### src/rtl/swp_map.vh
`ifndef SWP_MAP_VH
`define SWP_MAP_VH

// ============================================================
// Register byte offsets on the bus.
`define SWP_OFS_STATUS1 8'h00
`define SWP_OFS_STATUS2 8'h04
`define SWP_OFS_STATUS3 8'h08
`define SWP_OFS_CMD 8'h0c
`define SWP_OFS_ADDR 8'h10
`define SWP_OFS_RESULT 8'h14

// ============================================================
// Status register 1 field positions.
`define SWP_S1_BUSY 0
`define SWP_S1_WRITE_LATCH 1
`define SWP_S1_RANGE_LO 2
`define SWP_S1_RANGE_MID 3
`define SWP_S1_RANGE_HI 4
`define SWP_S1_BOTTOM_SELECT 5
`define SWP_S1_SMALL_UNIT 6
`define SWP_S1_STATUS_GUARD 7

// Status register 2 field positions (bit 6 is combined position 14).
`define SWP_S2_STATUS_LOCKDOWN 0
`define SWP_S2_INVERT_PROTECT 6

// Status register 3: link mode flag.
`define SWP_S3_QUAD_MODE 0

// ============================================================
// Reset values of the status registers.
`define SWP_S1_RESET 8'h00
`define SWP_S2_RESET 8'h00
`define SWP_S3_RESET 8'h00

// ============================================================
// Instruction codes written to the command register.
`define SWP_CMD_NONE 3'h0
`define SWP_CMD_WRITE_ENABLE 3'h1
`define SWP_CMD_WRITE_DISABLE 3'h2
`define SWP_CMD_WRITE_STATUS 3'h3
`define SWP_CMD_PROGRAM 3'h4
`define SWP_CMD_ERASE 3'h5

// ============================================================
// Protection unit sizes as address bit counts.
`define SWP_SECTOR_LG 12
`define SWP_BLOCK_LG 16
`define SWP_SECTOR_MAX_LG 15

`endif

### src/rtl/swp_status_protect.v
module swp_status_protect #(
    parameter ADDR_W = 24,
    parameter BLK_BASE = 2
) (
    input wire clk,
    input wire nrst,
    input wire ce,
    input wire wb_cyc_i,
    input wire wb_stb_i,
    input wire wb_we_i,
    input wire [7:0] wb_adr_i,
    input wire [3:0] wb_sel_i,
    input wire [31:0] wb_dat_i,
    output reg [31:0] wb_dat_o,
    output reg wb_ack_o,
    input wire writeProtectN,
    output reg memProgramStb_q,
    output reg memEraseStb_q,
    output reg [ADDR_W-1:0] memAddr_q,
    output reg statusWriteOk_q
);

`include "swp_map.vh"

// ============================================================
// Protection lookup
// Log2 of the protected span for a range code; 0 means nothing, and a
// result at or above ADDR_W means the whole array. Block mode starts at
// 64KB shifted by BLK_BASE so the table can follow any array size.
function integer spanLg;
    input [2:0] range;
    input smallUnit;
    integer lg;
    begin
        lg = 0;
        if (range != 3'h0) begin
            if (smallUnit) begin
                lg = `SWP_SECTOR_LG + range - 1;
                // Sector spans stop at 32KB; larger codes repeat it.
                if (lg > `SWP_SECTOR_MAX_LG) begin
                    lg = `SWP_SECTOR_MAX_LG;
                end
            // Code 7 in block mode always covers the whole array.
            end else if (range == 3'h7) begin
                lg = ADDR_W;
            end else begin
                lg = `SWP_BLOCK_LG + BLK_BASE + range - 1;
            end
        end
        spanLg = lg;
    end
endfunction

// True when the address may not be programmed or erased.
// Only one end of the array is ever in the base region.
function isReadOnly;
    input [ADDR_W-1:0] addr;
    input [2:0] range;
    input bottomSel;
    input smallUnit;
    input invert;
    integer lg;
    reg [ADDR_W-1:0] upper;
    reg [ADDR_W-1:0] ones;
    reg hit;
    begin
        lg = spanLg(range, smallUnit);
        ones = {ADDR_W{1'b1}};
        hit = 1'b0;
        // Code 0 protects nothing, so only the invert bit can lock.
        if (range == 3'h0) begin
            hit = 1'b0;
        end else if (lg >= ADDR_W) begin
            hit = 1'b1;
        end else begin
            // Keep the bits above the span; each span sits at one end.
            upper = addr >> lg;
            if (bottomSel) begin
                hit = (upper == {ADDR_W{1'b0}});
            end else begin
                hit = (upper == (ones >> lg));
            end
        end
        isReadOnly = hit ^ invert;
    end
endfunction

// ============================================================
// State
// Stored status registers; all three read back over the bus.
reg [7:0] status1_q;
reg [7:0] status1_d;
reg [7:0] status2_q;
reg [7:0] status2_d;
reg [7:0] status3_q;
reg [7:0] status3_d;
// Target address and the outcome of the last instruction.
reg [ADDR_W-1:0] addr_q;
reg [ADDR_W-1:0] addr_d;
reg accepted_q;
reg accepted_d;
reg rejected_q;
reg rejected_d;
// Next values of the registered outputs.
reg progStb_d;
reg eraseStb_d;
reg [ADDR_W-1:0] memAddr_d;
reg [31:0] rdData_d;
reg ack_d;
reg wrOk_d;

// A request is taken once: the pending ack masks it, so the edge after the one
// that raises ack cannot take the same write a second time.
wire busReq = wb_cyc_i & wb_stb_i & ~wb_ack_o;
wire busWr = busReq & wb_we_i;
// Named views of the status fields used by the gating logic.
wire writeLatch = status1_q[`SWP_S1_WRITE_LATCH];
wire guard = status1_q[`SWP_S1_STATUS_GUARD];
wire lockdown = status2_q[`SWP_S2_STATUS_LOCKDOWN];
wire quadMode = status3_q[`SWP_S3_QUAD_MODE];
// Range code gathered from its three status positions.
wire [2:0] range = {status1_q[`SWP_S1_RANGE_HI],
    status1_q[`SWP_S1_RANGE_MID], status1_q[`SWP_S1_RANGE_LO]};
// The command code sits in byte lane 0, so that lane must be enabled.
wire [2:0] cmdCode = wb_dat_i[2:0];
wire cmdWr = busWr & wb_sel_i[0] & (wb_adr_i == `SWP_OFS_CMD);

// The pin only matters in standard or dual mode; quad mode reuses it as
// a data line, so the guard falls back to the software path there.
// guard gating
wire statusWriteOk = writeLatch & ~lockdown &
    (~guard | quadMode | writeProtectN);

// Target address for a program or erase is the stored address register.
// The check uses the bits as stored now; a status write lands one edge
// later, before any following command can be taken.
// read-only check
wire targetLocked = isReadOnly(addr_q, range,
    status1_q[`SWP_S1_BOTTOM_SELECT], status1_q[`SWP_S1_SMALL_UNIT],
    status2_q[`SWP_S2_INVERT_PROTECT]);

// ============================================================
// Instruction and bus write handling
always @* begin
    status1_d = status1_q;
    status2_d = status2_q;
    status3_d = status3_q;
    addr_d = addr_q;
    accepted_d = accepted_q;
    rejected_d = rejected_q;
    progStb_d = 1'b0;
    eraseStb_d = 1'b0;
    memAddr_d = memAddr_q;
    // The address register is a plain write and starts nothing.
    if (busWr && wb_adr_i == `SWP_OFS_ADDR) begin
        addr_d = wb_dat_i[ADDR_W-1:0];
    end
    // Each command is decoded on the edge that takes its bus write.
    if (cmdWr) begin
        case (cmdCode)
            `SWP_CMD_WRITE_ENABLE: begin
                status1_d[`SWP_S1_WRITE_LATCH] = 1'b1;
                accepted_d = 1'b1;
                rejected_d = 1'b0;
            end
            // Write-disable drops only the latch; protection stays.
            `SWP_CMD_WRITE_DISABLE: begin
                status1_d[`SWP_S1_WRITE_LATCH] = 1'b0;
                accepted_d = 1'b1;
                rejected_d = 1'b0;
            end
            `SWP_CMD_WRITE_STATUS: begin
                if (statusWriteOk) begin
                    status1_d = wb_dat_i[15:8];
                    status2_d = wb_dat_i[23:16];
                    status3_d = wb_dat_i[31:24];
                    // No timing is modelled, so busy is never stored.
                    status1_d[`SWP_S1_BUSY] = 1'b0;
                    // Lockdown can be set here but never cleared by it.
                    status2_d[`SWP_S2_STATUS_LOCKDOWN] =
                        wb_dat_i[16 + `SWP_S2_STATUS_LOCKDOWN] | lockdown;
                end
                accepted_d = statusWriteOk;
                rejected_d = ~statusWriteOk;
                status1_d[`SWP_S1_WRITE_LATCH] = 1'b0;
            end
            `SWP_CMD_PROGRAM, `SWP_CMD_ERASE: begin
                if (writeLatch && !targetLocked) begin
                    progStb_d = (cmdCode == `SWP_CMD_PROGRAM);
                    eraseStb_d = (cmdCode == `SWP_CMD_ERASE);
                    memAddr_d = addr_q;
                    accepted_d = 1'b1;
                    rejected_d = 1'b0;
                end else begin
                    accepted_d = 1'b0;
                    rejected_d = 1'b1;
                end
                // The latch drops whether or not the command went through.
                status1_d[`SWP_S1_WRITE_LATCH] = 1'b0;
            end
            // Unknown codes leave every flag as it was.
            default: begin
                accepted_d = accepted_q;
                rejected_d = rejected_q;
            end
        endcase
    end
end

// ============================================================
// Bus read data and acknowledge
// status readback
always @* begin
    rdData_d = 32'h0000_0000;
    // Every taken request is answered on the next edge, mapped or not.
    ack_d = busReq;
    // Write permission is exported one cycle late, like every output.
    wrOk_d = statusWriteOk;
    // Unmapped offsets read as zero, so software probing is harmless.
    case (wb_adr_i)
        `SWP_OFS_STATUS1: rdData_d = {24'h00_0000, status1_q};
        `SWP_OFS_STATUS2: rdData_d = {24'h00_0000, status2_q};
        `SWP_OFS_STATUS3: rdData_d = {24'h00_0000, status3_q};
        `SWP_OFS_ADDR: rdData_d = {{(32-ADDR_W){1'b0}}, addr_q};
        `SWP_OFS_RESULT: rdData_d = {29'h0000_0000, statusWriteOk,
            rejected_q, accepted_q};
        default: rdData_d = 32'h0000_0000;
    endcase
end

// ============================================================
// Registers. Reset stands for a power-up: it restores every stored bit,
// which is also the only way out of lockdown.
// With ce low nothing moves, ack included, so a master just waits.
always @(posedge clk or negedge nrst) begin
    if (!nrst) begin
        status1_q <= `SWP_S1_RESET;
        status2_q <= `SWP_S2_RESET;
        status3_q <= `SWP_S3_RESET;
        addr_q <= {ADDR_W{1'b0}};
        accepted_q <= 1'b0;
        rejected_q <= 1'b0;
        // Outputs fall with reset so the memory never sees a stray strobe.
        memProgramStb_q <= 1'b0;
        memEraseStb_q <= 1'b0;
        memAddr_q <= {ADDR_W{1'b0}};
        statusWriteOk_q <= 1'b0;
        wb_dat_o <= 32'h0000_0000;
        wb_ack_o <= 1'b0;
    end else if (ce) begin
        status1_q <= status1_d;
        status2_q <= status2_d;
        status3_q <= status3_d;
        addr_q <= addr_d;
        accepted_q <= accepted_d;
        rejected_q <= rejected_d;
        memProgramStb_q <= progStb_d;
        memEraseStb_q <= eraseStb_d;
        memAddr_q <= memAddr_d;
        statusWriteOk_q <= wrOk_d;
        wb_dat_o <= rdData_d;
        wb_ack_o <= ack_d;
    end
end

endmodule

### config.mk
export PLATFORM = sky130hd
export DESIGN_NAME = swp_status_protect
export DESIGN_NICKNAME = d
export VERILOG_FILES = /design/src/rtl/swp_status_protect.v
export VERILOG_INCLUDE_DIRS = /design/src /design/src/rtl
export SDC_FILE = /design/constraint.sdc
export NUM_CORES = 1
export LEC_CHECK = 0
export ABC_AREA = 1
export BUFFER_PORTS_ARGS = -buffer_cell sky130_fd_sc_hd__buf_2
export CAP_MARGIN = 20
export CORE_MARGIN = 2
export CORE_UTILIZATION = 35
export DETAILED_ROUTE_END_ITERATION = 12
export MAX_ROUTING_LAYER = met4
export PLACE_DENSITY_LB_ADDON = 0.15
export SLEW_MARGIN = 10
export SYNTH_ARGS = -nofsm -noshare
export SYNTH_HDL_FRONTEND = slang
export SYNTH_SLANG_ARGS = --single-unit
### constraint.sdc
create_clock -name clk -period 4.2 [get_ports clk]
set_clock_uncertainty 0.05 [all_clocks]
set_input_delay 0.42 -clock clk [delete_from_list [all_inputs] [get_ports clk]]
set_output_delay 0.42 -clock clk [all_outputs]
set_load 0.01 [all_outputs]
==> results of run 1 <==
## cells in the mapped netlist
library cell,n
nand2_1,291
nand3_1,105
dfrtp_1,101
inv_1,76
o21ai_0,63
nor2_1,57
nand4_1,54
buf_2,17
clkbuf_1,17
mux2_2,15
a21oi_1,14
buf_4,14
o21ai_1,8
nor3_1,7
a221oi_1,6
nand2_2,6
ha_1,5
inv_2,4
buf_6,3
nor2_2,3
nor2_4,3
a31oi_1,2
buf_1,2
clkinv_1,2
nand3_2,2
a211oi_1,1
a21boi_0,1
a21oi_2,1
a22o_1,1
a22oi_1,1
conb_1,1
inv_4,1
nand2_4,1
nand3_4,1
nor2_8,1
nor3_2,1
nor4_1,1
o2111ai_1,1
o21a_1,1
o21ai_4,1
o22ai_1,1
o311ai_0,1
## stage by stage
stage	hold slack, ps	setup WS (ps)	power (uW)
2_1_floorplan	74.41	1232	1041
3_3_place_gp	304.1	308.4	1100
3_5_place_dp	304.8	241.1	1099
4_1_cts	238.0	210.6	2023
5_1_grt	238.1	49.77	2082
6_report	247.6	480.6	2003
## registers in the layout, summed over array words and instances, names as in the netlist
register / count
accepted_q: 1
addr_q: 24
memAddr_q: 24
memEraseStb_q: 1
memProgramStb_q: 1
rejected_q: 1
status1_q: 7
status2_q: 8
status3_q: 8
statusWriteOk_q: 1
wb_ack_o: 1
wb_dat_o: 24
## final cells by class
type	instances	area (um^2)
Fill cell	1922	10410
Multi-Input combinational cell	665	3237
Sequential cell	101	2529
Timing Repair Buffer	125	733.2
Inverter	83	314.1
Tap cell	229	286.5
Clock buffer	9	225.2
Clock inverter	7	105.1
## critical path: stages (launching register included)
cell and delay [ps]:
dfrtp_2 480, ha_1 230, ha_1 220, o21ai_4 160, buf_4 290, nand4_1 180, nand2_1 130, nand2_1 70
nand2_2 160, nand2_1 90, nand3_1 80, nand2_1 50, nor2_1 130, nand2_1 70, nor2_1 80, nand2_1 60
nor2_1 80, nor2_1 40, nand2_1 150, a21oi_2 120, nor2_8 250, nand3_4 220, nand2_1 130, nand2_1 50
## cell families after synthesis
kind of cell	count (synthesis)	share of synthesized area, %
compound gates	103	9.133
fa+ha+maj	5	0.9883
buf+inv	136	9.626
flops	101	39.93
mux	15	2.668
other cells	1	0.05924
simple gates	533	37.60
## path summary, 6_finish.rpt
| kind | slack (ps) | to | depth (start not counted) |
|---|---|---|---|
| max | 480 | memAddr_q[14] | 23 |
| min | 250 | status3_q[0] | 2 |
| max reg2reg | 480 | memAddr_q[14] | 23 |
| min reg2reg | 420 | memAddr_q[8] | 2 |
| max in group asynchronous | 2680 | wb_dat_o[9] | 3 |
| min in group asynchronous | 470 | status2_q[0] | 2 |
## repair_timing
| action | in CTS | in global routing |
|---|---|---|
| resized for setup | 0 | 3 |
| hold endpoints to repair | 24 | 0 |
| hold buffers | 1 | 0 |
| setup endpoints to repair | 0 | 24 |
## per-layer routing
layer | track usage [%] | wire [um]
met5 | - | 0
met4 | 4.565 | 277
met3 | 3.360 | 1009
met2 | 32.60 | 8992
met1 | 31.22 | 9981
## where the power goes
part	total [uW]	switching, uW	internal [uW]	leakage (uW)
combinational	100	68.8	31.2	0.00244
clock	923	392	531	0.000158
sequential	980	4.65	976	0.00139
==> results.json, run 1 <==
{
  "h-tree-depth": 3,
  "yosys_warnings": 0,
  "placed_area_mm2": 0.007071,
  "status": "completed",
  "ant_nets": 0,
  "vias_per_cell": 5.110,
  "antenna_found_initial": 0,
  "grt_setup_unrepaired": "no",
  "post_cts_buffers": 0,
  "wl_per_cell_um": 16.62,
  "synth_area_leaders": "dfrtp_1 (40%), nand2_1 (17%), nand3_1 (8.3%)",
  "drv_slew": 0,
  "die_w_um": 138.5,
  "setup_violations": 0,
  "yosysSeqAreaShare_pct": 39.93,
  "worstReg2RegStart": "status1_q[2]",
  "cts_buffer_depth": 2,
  "fin_cells": 1219,
  "drc_errors": 0,
  "io_pins": 111,
  "antenna_cells": 0,
  "total_leakage_power_uw": 0.003982,
  "synth_top_area_share_pct": 39.93,
  "vias": 6229,
  "fmax_mhz": 268.9,
  "timing.slew.headroom_pct": 35.00,
  "worstSkewPairLatency_ps": 350,
  "pwr_density_cell_mw_per_mm2": 269.6,
  "critPathLaunchType": "flop",
  "drive_above_1_share_pct": 18.38,
  "final_cell_mix": "nand2_1 (291), nand3_1 (105), dfrtp_1 (100), buf_2 (98), inv_1 (76)",
  "finalCritPeriodShare_pct": 88.56,
  "ctsRootBufferMaster": "clkbuf_16",
  "cap_violations": 0,
  "worst_pin_slew_ps": 972.6,
  "synth-seq-cells": 101,
  "synthCells": 894,
  "dieArea_mm2": 0.01918,
  "clock_sinks": 101,
  "start_util_pct": 35.48,
  "grt-ovfl-total": 0,
  "grt_pass1_wl_um": 32520,
  "crit_path_end_kind": "flop",
  "grt_start_max_net_pins": 51,
  "final_util_pct": 41.64,
  "syn_area_per_cell_um2": 7.080,
  "syn_to_final_growth_pct": 17.38,
  "drt_iter0_markers": 474,
  "die_h_um": 138.5,
  "totalWireLength_um": 20260,
  "dr.pass1.iters": 5,
  "place_congestion": 0.9220,
  "synth_top_area_cell": "dfrtp_1",
  "critPathMaxFanout": 24,
  "tritoncts": "done",
  "arrival_ps": 3910,
  "ir_worst_vdd_v": 0.0002169,
  "tns_ps": 0,
  "synth_cell_types": 42,
  "required_ps": 4390,
  "cts_buffers": 9,
  "clkTransAtPathRegs_ps": 70,
  "period_needed_ps": 3719,
  "final_area_mm2": 0.007430,
  "core.rowCount": 49,
  "nNetsFinal": 1041,
  "synth_area_mm2": 0.006330,
  "hold_class": "primary input to flop",
  "final_common_cell": "nand2_1",
  "min_from": "wb_dat_i[24]",
  "cp-startpoint": "status1_q[2]",
  "grt_pass1_vias": 5953,
  "core_mm2": 0.01784,
  "hpwl_um": 15060,
  "final_hold_viol_count": 0,
  "portBuffers": 99,
  "dpl.cell_count": 1201,
  "grt_usage_pct": 21.73,
  "crit_type": "flop to flop"
}
Note: power is estimated with default switching activity, not from simulation.
==> inputs of run 2 (changes only) <==
--- a/config.mk
+++ b/config.mk
@@ -12,7 +12,6 @@
 export CORE_MARGIN = 2
 export CORE_UTILIZATION = 35
 export DETAILED_ROUTE_END_ITERATION = 12
-export MAX_ROUTING_LAYER = met4
 export PLACE_DENSITY_LB_ADDON = 0.15
 export SLEW_MARGIN = 10
 export SYNTH_ARGS = -nofsm -noshare
==> results.json, run 2 (synthesis results as in run 1) <==
{
  "status": "completed",
  "critPathMaxFanout": 12,
  "drc_errors": 0,
  "grt_usage_pct": 20.58,
  "required_ps": 4390,
  "tns_ps": 0,
  "antenna_cells": 0,
  "final_common_cell": "nand2_1",
  "power_uw": 2023,
  "dp_slack_ps": 189.0,
  "die_h_um": 138.5,
  "crit_path_end_kind": "flop",
  "h-tree-depth": 3,
  "hpwl_um": 14830,
  "reg_top3": "addr_q (24), memAddr_q (24), wb_dat_o (24)",
  "tritoncts": "done",
  "dieArea_mm2": 0.01918,
  "finalCritPeriodShare_pct": 90.53,
  "totalWireLength_um": 19990,
  "timing.slew.headroom_pct": 37.56,
  "antenna_found_initial": 0,
  "post_cts_buffers": 0,
  "portBuffers": 99,
  "total_leakage_power_uw": 0.003973,
  "place_congestion": 0.9199,
  "p_int_uw": 1556,
  "ctsRootBufferMaster": "clkbuf_16",
  "setup_ws_ps": 397.8,
  "worst_pin_slew_ps": 934.3,
  "nNetsFinal": 1037,
  "final_hold_viol_count": 0,
  "hold_class": "primary input to flop",
  "vias": 6266,
  "combinationalPowerShare_pct": 5.0,
  "fmax_mhz": 263.0,
  "core_mm2": 0.01784,
  "grt-ovfl-total": 0,
  "syn_to_final_growth_pct": 17.08,
  "swShare_pct": 23.06,
  "whs_ps": 245.6,
  "ir_worst_vdd_v": 0.0001864,
  "setup_violations": 0,
  "ant_nets": 0,
  "pwr-share-seq_pct": 48.5,
  "power_switching_uw": 466.5,
  "grt_start_max_net_pins": 58,
  "clock_sinks": 101,
  "core.rowCount": 49,
  "pwr_density_cell_mw_per_mm2": 272.9,
  "grt_pass1_vias": 5947,
  "grt_setup_unrepaired": "no",
  "crit_type": "flop to flop",
  "grt_pass1_wl_um": 31880,
  "drive_above_1_share_pct": 18.05,
  "drv_slew": 0,
  "drt_iter0_markers": 564,
  "die_w_um": 138.5,
  "cts_buffer_depth": 2,
  "io_pins": 111,
  "p_clk_share_pct": 46.6,
  "arrival_ps": 3990,
  "period_needed_ps": 3802,
  "dr.pass1.iters": 5,
  "wl_per_cell_um": 16.45,
  "start_util_pct": 35.48,
  "vias_per_cell": 5.157,
  "worstSkewPairLatency_ps": 360,
  "final_cell_mix": "nand2_1 (291), nand3_1 (105), dfrtp_1 (100), buf_2 (98), inv_1 (76)",
  "cts_buffers": 9,
  "clkTransAtPathRegs_ps": 70,
  "critPathLaunchType": "flop",
  "cap_violations": 0
}
==> run 2: changes by cell type in the layout (fill, tap and decap cells not counted), sizes merged <==
cell      change
buf           -4
clkbuf        +1
clkinv        -2
clkinvlp      -1
inv           +2
==> run 2: repair_timing <==
action	in CTS	in global routing
hold buffers	1	0
hold endpoints to repair	18	0
endpoints found under the setup margin	0	24
gates resized for setup	0	3
==> run 2: area by class of cell <==
class,instances,area [um^2]
clock buffer,10,239.0
clock inverter,6,97.59
fill,1908,10430
inverter,83,314.1
multi-input combinational,665,3242
sequential,101,2529
tap,229,286.5
timing repair buffer,121,703.2
==> run 2: worst max-delay path, stage by stage (launching register included) <==
cell	delay [ps]
dfrtp_2	480
ha_1	220
ha_1	300
nor2_2	60
nor2_1	110
nand2_1	170
buf_4	240
nor2_1	180
inv_1	70
o21ai_0	230
nor2_1	60
nand2_1	60
nand2_1	50
nor2_1	100
nand2_1	60
inv_1	50
nand2_1	50
nor2_1	110
nand3_1	80
nand2_1	180
a21oi_2	140
nor2_8	230
nand3_4	210
nand2_1	130
nand2_1	50
==> run 2: final timing paths <==
kind	slack, ps	startpoint	cells after the start	endpoint
max	400	status1_q[2]	24	memAddr_q[13]
min	250	wb_dat_i[28]	2	status3_q[4]
max reg2reg	400	status1_q[2]	24	memAddr_q[13]
min reg2reg	420	memAddr_q[17]	2	memAddr_q[17]
max in group asynchronous	2660	nrst	3	wb_dat_o[13]
min in group asynchronous	430	nrst	2	status2_q[6]
==> run 2: metrics by stage <==
step	cell area [um^2]	utilization [%]	std cells
after floorplan	6356	-	901
after global placement	7041	39.46	1197
after detailed placement	7041	39.46	1197
after CTS	7387	41.41	1214
after global routing	7411	41.54	1215
final	7411	41.54	1215
==> run 2: metal layers <==
layer | track usage (%) | vias up | share of wire (%)
li1 | - | 3114 | -
met1 | 30.68 | 2901 | 48
met2 | 31.81 | 230 | 44
met3 | 3.117 | 21 | 5.5
met4 | 4.243 | 0 | 1.7
met5 | 0 | - | 0
==> run 2: power by group through the flow <==
stage | logic (uW) | clock network (uW) | registers, uW
3_5_place_dp | 101 | 0 | 999
5_1_grt | 115 | 1000 | 981
6_report | 100 | 942 | 980
2_1_floorplan | 42.4 | 0 | 999
4_1_cts | 102 | 962 | 980
3_3_place_gp | 102 | 0 | 999
==> inputs of run 3 (changes only) <==
--- a/config.mk
+++ b/config.mk
@@ -10,10 +10,11 @@
 export BUFFER_PORTS_ARGS = -buffer_cell sky130_fd_sc_hd__buf_2
 export CAP_MARGIN = 20
 export CORE_MARGIN = 2
-export CORE_UTILIZATION = 35
+export CORE_UTILIZATION = 45
 export DETAILED_ROUTE_END_ITERATION = 12
 export PLACE_DENSITY_LB_ADDON = 0.15
 export SLEW_MARGIN = 10
 export SYNTH_ARGS = -nofsm -noshare
 export SYNTH_HDL_FRONTEND = slang
 export SYNTH_SLANG_ARGS = --single-unit
+export TNS_END_PERCENT = 30
==> constraint.sdc (replaced) <==
create_clock -name clk -period 4.3 [get_ports clk]
set_clock_uncertainty 0.05 [all_clocks]
set_input_delay 0.43 -clock clk [delete_from_list [all_inputs] [get_ports clk]]
set_output_delay 0.43 -clock clk [all_outputs]
set_load 0.01 [all_outputs]
==> results.json, run 3 (synthesis results as in run 1) <==
{
  "antenna_cells": 0,
  "worstSkewPairLatency_ps": 350,
  "core.rowCount": 43,
  "clkTransAtPathRegs_ps": 80,
  "clock_sinks": 101,
  "h-tree-depth": 3,
  "period_needed_ps": 3898,
  "cts_buffer_depth": 2,
  "start_util_pct": 45.78,
  "critPathLaunchType": "flop",
  "tritoncts": "done",
  "path_delay_family": "simple AND/OR/NAND/NOR gates",
  "setup_ws_ps": 401.9,
  "slowest_stage": "dfrtp_2",
  "cts_buffers": 9,
  "drv_slew": 0,
  "dp_slack_ps": 309.4,
  "tns_ps": 0,
  "critical_path_buf_inv_count": 3,
  "grt_setup_unrepaired": "no",
  "path_cells": "inv_1, ha_1, nand2_8, nand3_2, buf_4, nand2_1, o21ai_1, nand3_1, nand2_1, inv_2, nor2_1, nor2_1, nand3_1, nor2_1, nor2_1, nand2_1, nand3_1, nand2_2, nor2_8, nand3_4, nand2_1, nand2_1",
  "crit_path_end_kind": "flop",
  "final_hold_viol_count": 0,
  "r2r_slack_ps": 400,
  "required_ps": 4490,
  "setup_violations": 0,
  "reg_top3": "addr_q (24), memAddr_q (24), wb_dat_o (24)",
  "status": "completed",
  "pwr_density_cell_mw_per_mm2": 262.6,
  "final_cell_mix": "nand2_1 (291), nand3_1 (105), dfrtp_1 (100), buf_2 (98), inv_1 (76)",
  "worstReg2RegStart": "status1_q[2]",
  "crit_type": "flop to flop",
  "cpPeakStageDelay_ps": 480,
  "fmax_mhz": 256.5,
  "dr.pass1.iters": 5,
  "r2r_end": "memAddr_q[22]",
  "hold_class": "primary input to asynchronous set/reset pin",
  "arrival_ps": 4090,
  "ant_nets": 0,
  "grt_usage_pct": 26.16,
  "portBuffers": 99,
  "grt-ovfl-total": 0,
  "grt_pass1_wl_um": 30300,
  "final_area_mm2": 0.007288,
  "final_common_cell": "nand2_1",
  "wl_per_cell_um": 16.41,
  "hpwl_um": 13990,
  "drt_iter0_markers": 624,
  "die_w_um": 122.6,
  "drive_above_1_share_pct": 17.92,
  "drc_errors": 0,
  "place_congestion": 1.005,
  "path_common_cell": "nand2_1",
  "r2r_cells": 22,
  "fill_cells": 1417,
  "cap_violations": 0,
  "timing.slew.headroom_pct": 35.74,
  "core_mm2": 0.01383,
  "vias_per_cell": 5.426,
  "io_pins": 111,
  "cp_num_cells": 22,
  "grt_pass1_vias": 5706,
  "totalWireLength_um": 19070,
  "nNetsFinal": 1033,
  "die_h_um": 122.6,
  "ctsRootBufferMaster": "clkbuf_16",
  "ir_worst_vdd_v": 0.0002049,
  "grt_start_max_net_pins": 78,
  "antenna_found_initial": 0,
  "cts_hold_buf": 0,
  "post_cts_buffers": 0,
  "syn_to_final_growth_pct": 15.14,
  "placed_area_mm2": 0.006932,
  "total_leakage_power_uw": 0.003945,
  "dieArea_mm2": 0.01503,
  "worst_pin_slew_ps": 963.9,
  "vias": 6305,
  "critPathMaxFanout": 30,
  "finalCritPeriodShare_pct": 90.65
}
[run 3: cell type report]
type	count	area (um^2)	share of cell area (%)
repair buffers	118	673.1	9.236
clock inverters	7	86.33	1.185
inverters	83	314.1	4.309
flip-flops and latches	101	2529	34.70
well taps	180	225.2	3.090
multi-input cells	664	3236	44.39
clock buffers	9	225.2	3.090
[run 3: report_power, final]
group          switching (uW)  internal (uW)
Combinational            64.7           29.1
Clock                     396            466
Sequential               4.26            953
Total                     465           1450
[run 3: worst max path at each step]
stage / slack, ps / endpoint / startpoint
CTS: 260 / memAddr_q[1] / status1_q[2]
global route: 20 / memAddr_q[22] / status1_q[2]
finish: 400 / memAddr_q[22] / status1_q[2]
floorplan: 1330 / memAddr_q[0] / status1_q[2]
detailed placement: 310 / memAddr_q[1] / status1_q[2]
global placement: 340 / memAddr_q[22] / status1_q[2]
[run 3: through the flow]
step / total power, uW / hold WS, ps / util (%) / instances
after global routing: 1979 / 251.6 / 52.71 / 1162
after global placement: 1071 / 400.8 / 50.13 / 1145
after detailed placement: 1071 / 405.7 / 50.13 / 1145
final: 1914 / 173.8 / 52.71 / 1162
after CTS: 1927 / 216.6 / 52.38 / 1161
after floorplan: 1017 / 84.41 / - / 901
[run 3: timing repair]
item                                   in CTS  in global routing
endpoints found under the hold margin       0                  0
resized for setup                           0                  4
setup endpoints to repair                   0                 24
[run 3: metal layers]
metal  part of all wire, %  track usage (%)  up-vias
met5                     0                0        -
met2                    44            39.44      270
met4                   2.1            6.968        0
met1                    48            39.47     2906
met3                   5.8            3.392       29
li1                      -                -     3100
[run 3: worst reg2reg max path: stages (launching register included)]
cell and delay (ps):
dfrtp_2 480, inv_1 130, ha_1 290, nand2_8 170
nand3_2 110, buf_4 320, nand2_1 180, o21ai_1 240
nand3_1 100, nand2_1 80, inv_2 30, nor2_1 180
nor2_1 80, nand3_1 90, nor2_1 50, nor2_1 80
nand2_1 140, nand3_1 120, nand2_2 100, nor2_8 260
nand3_4 300, nand2_1 160, nand2_1 60
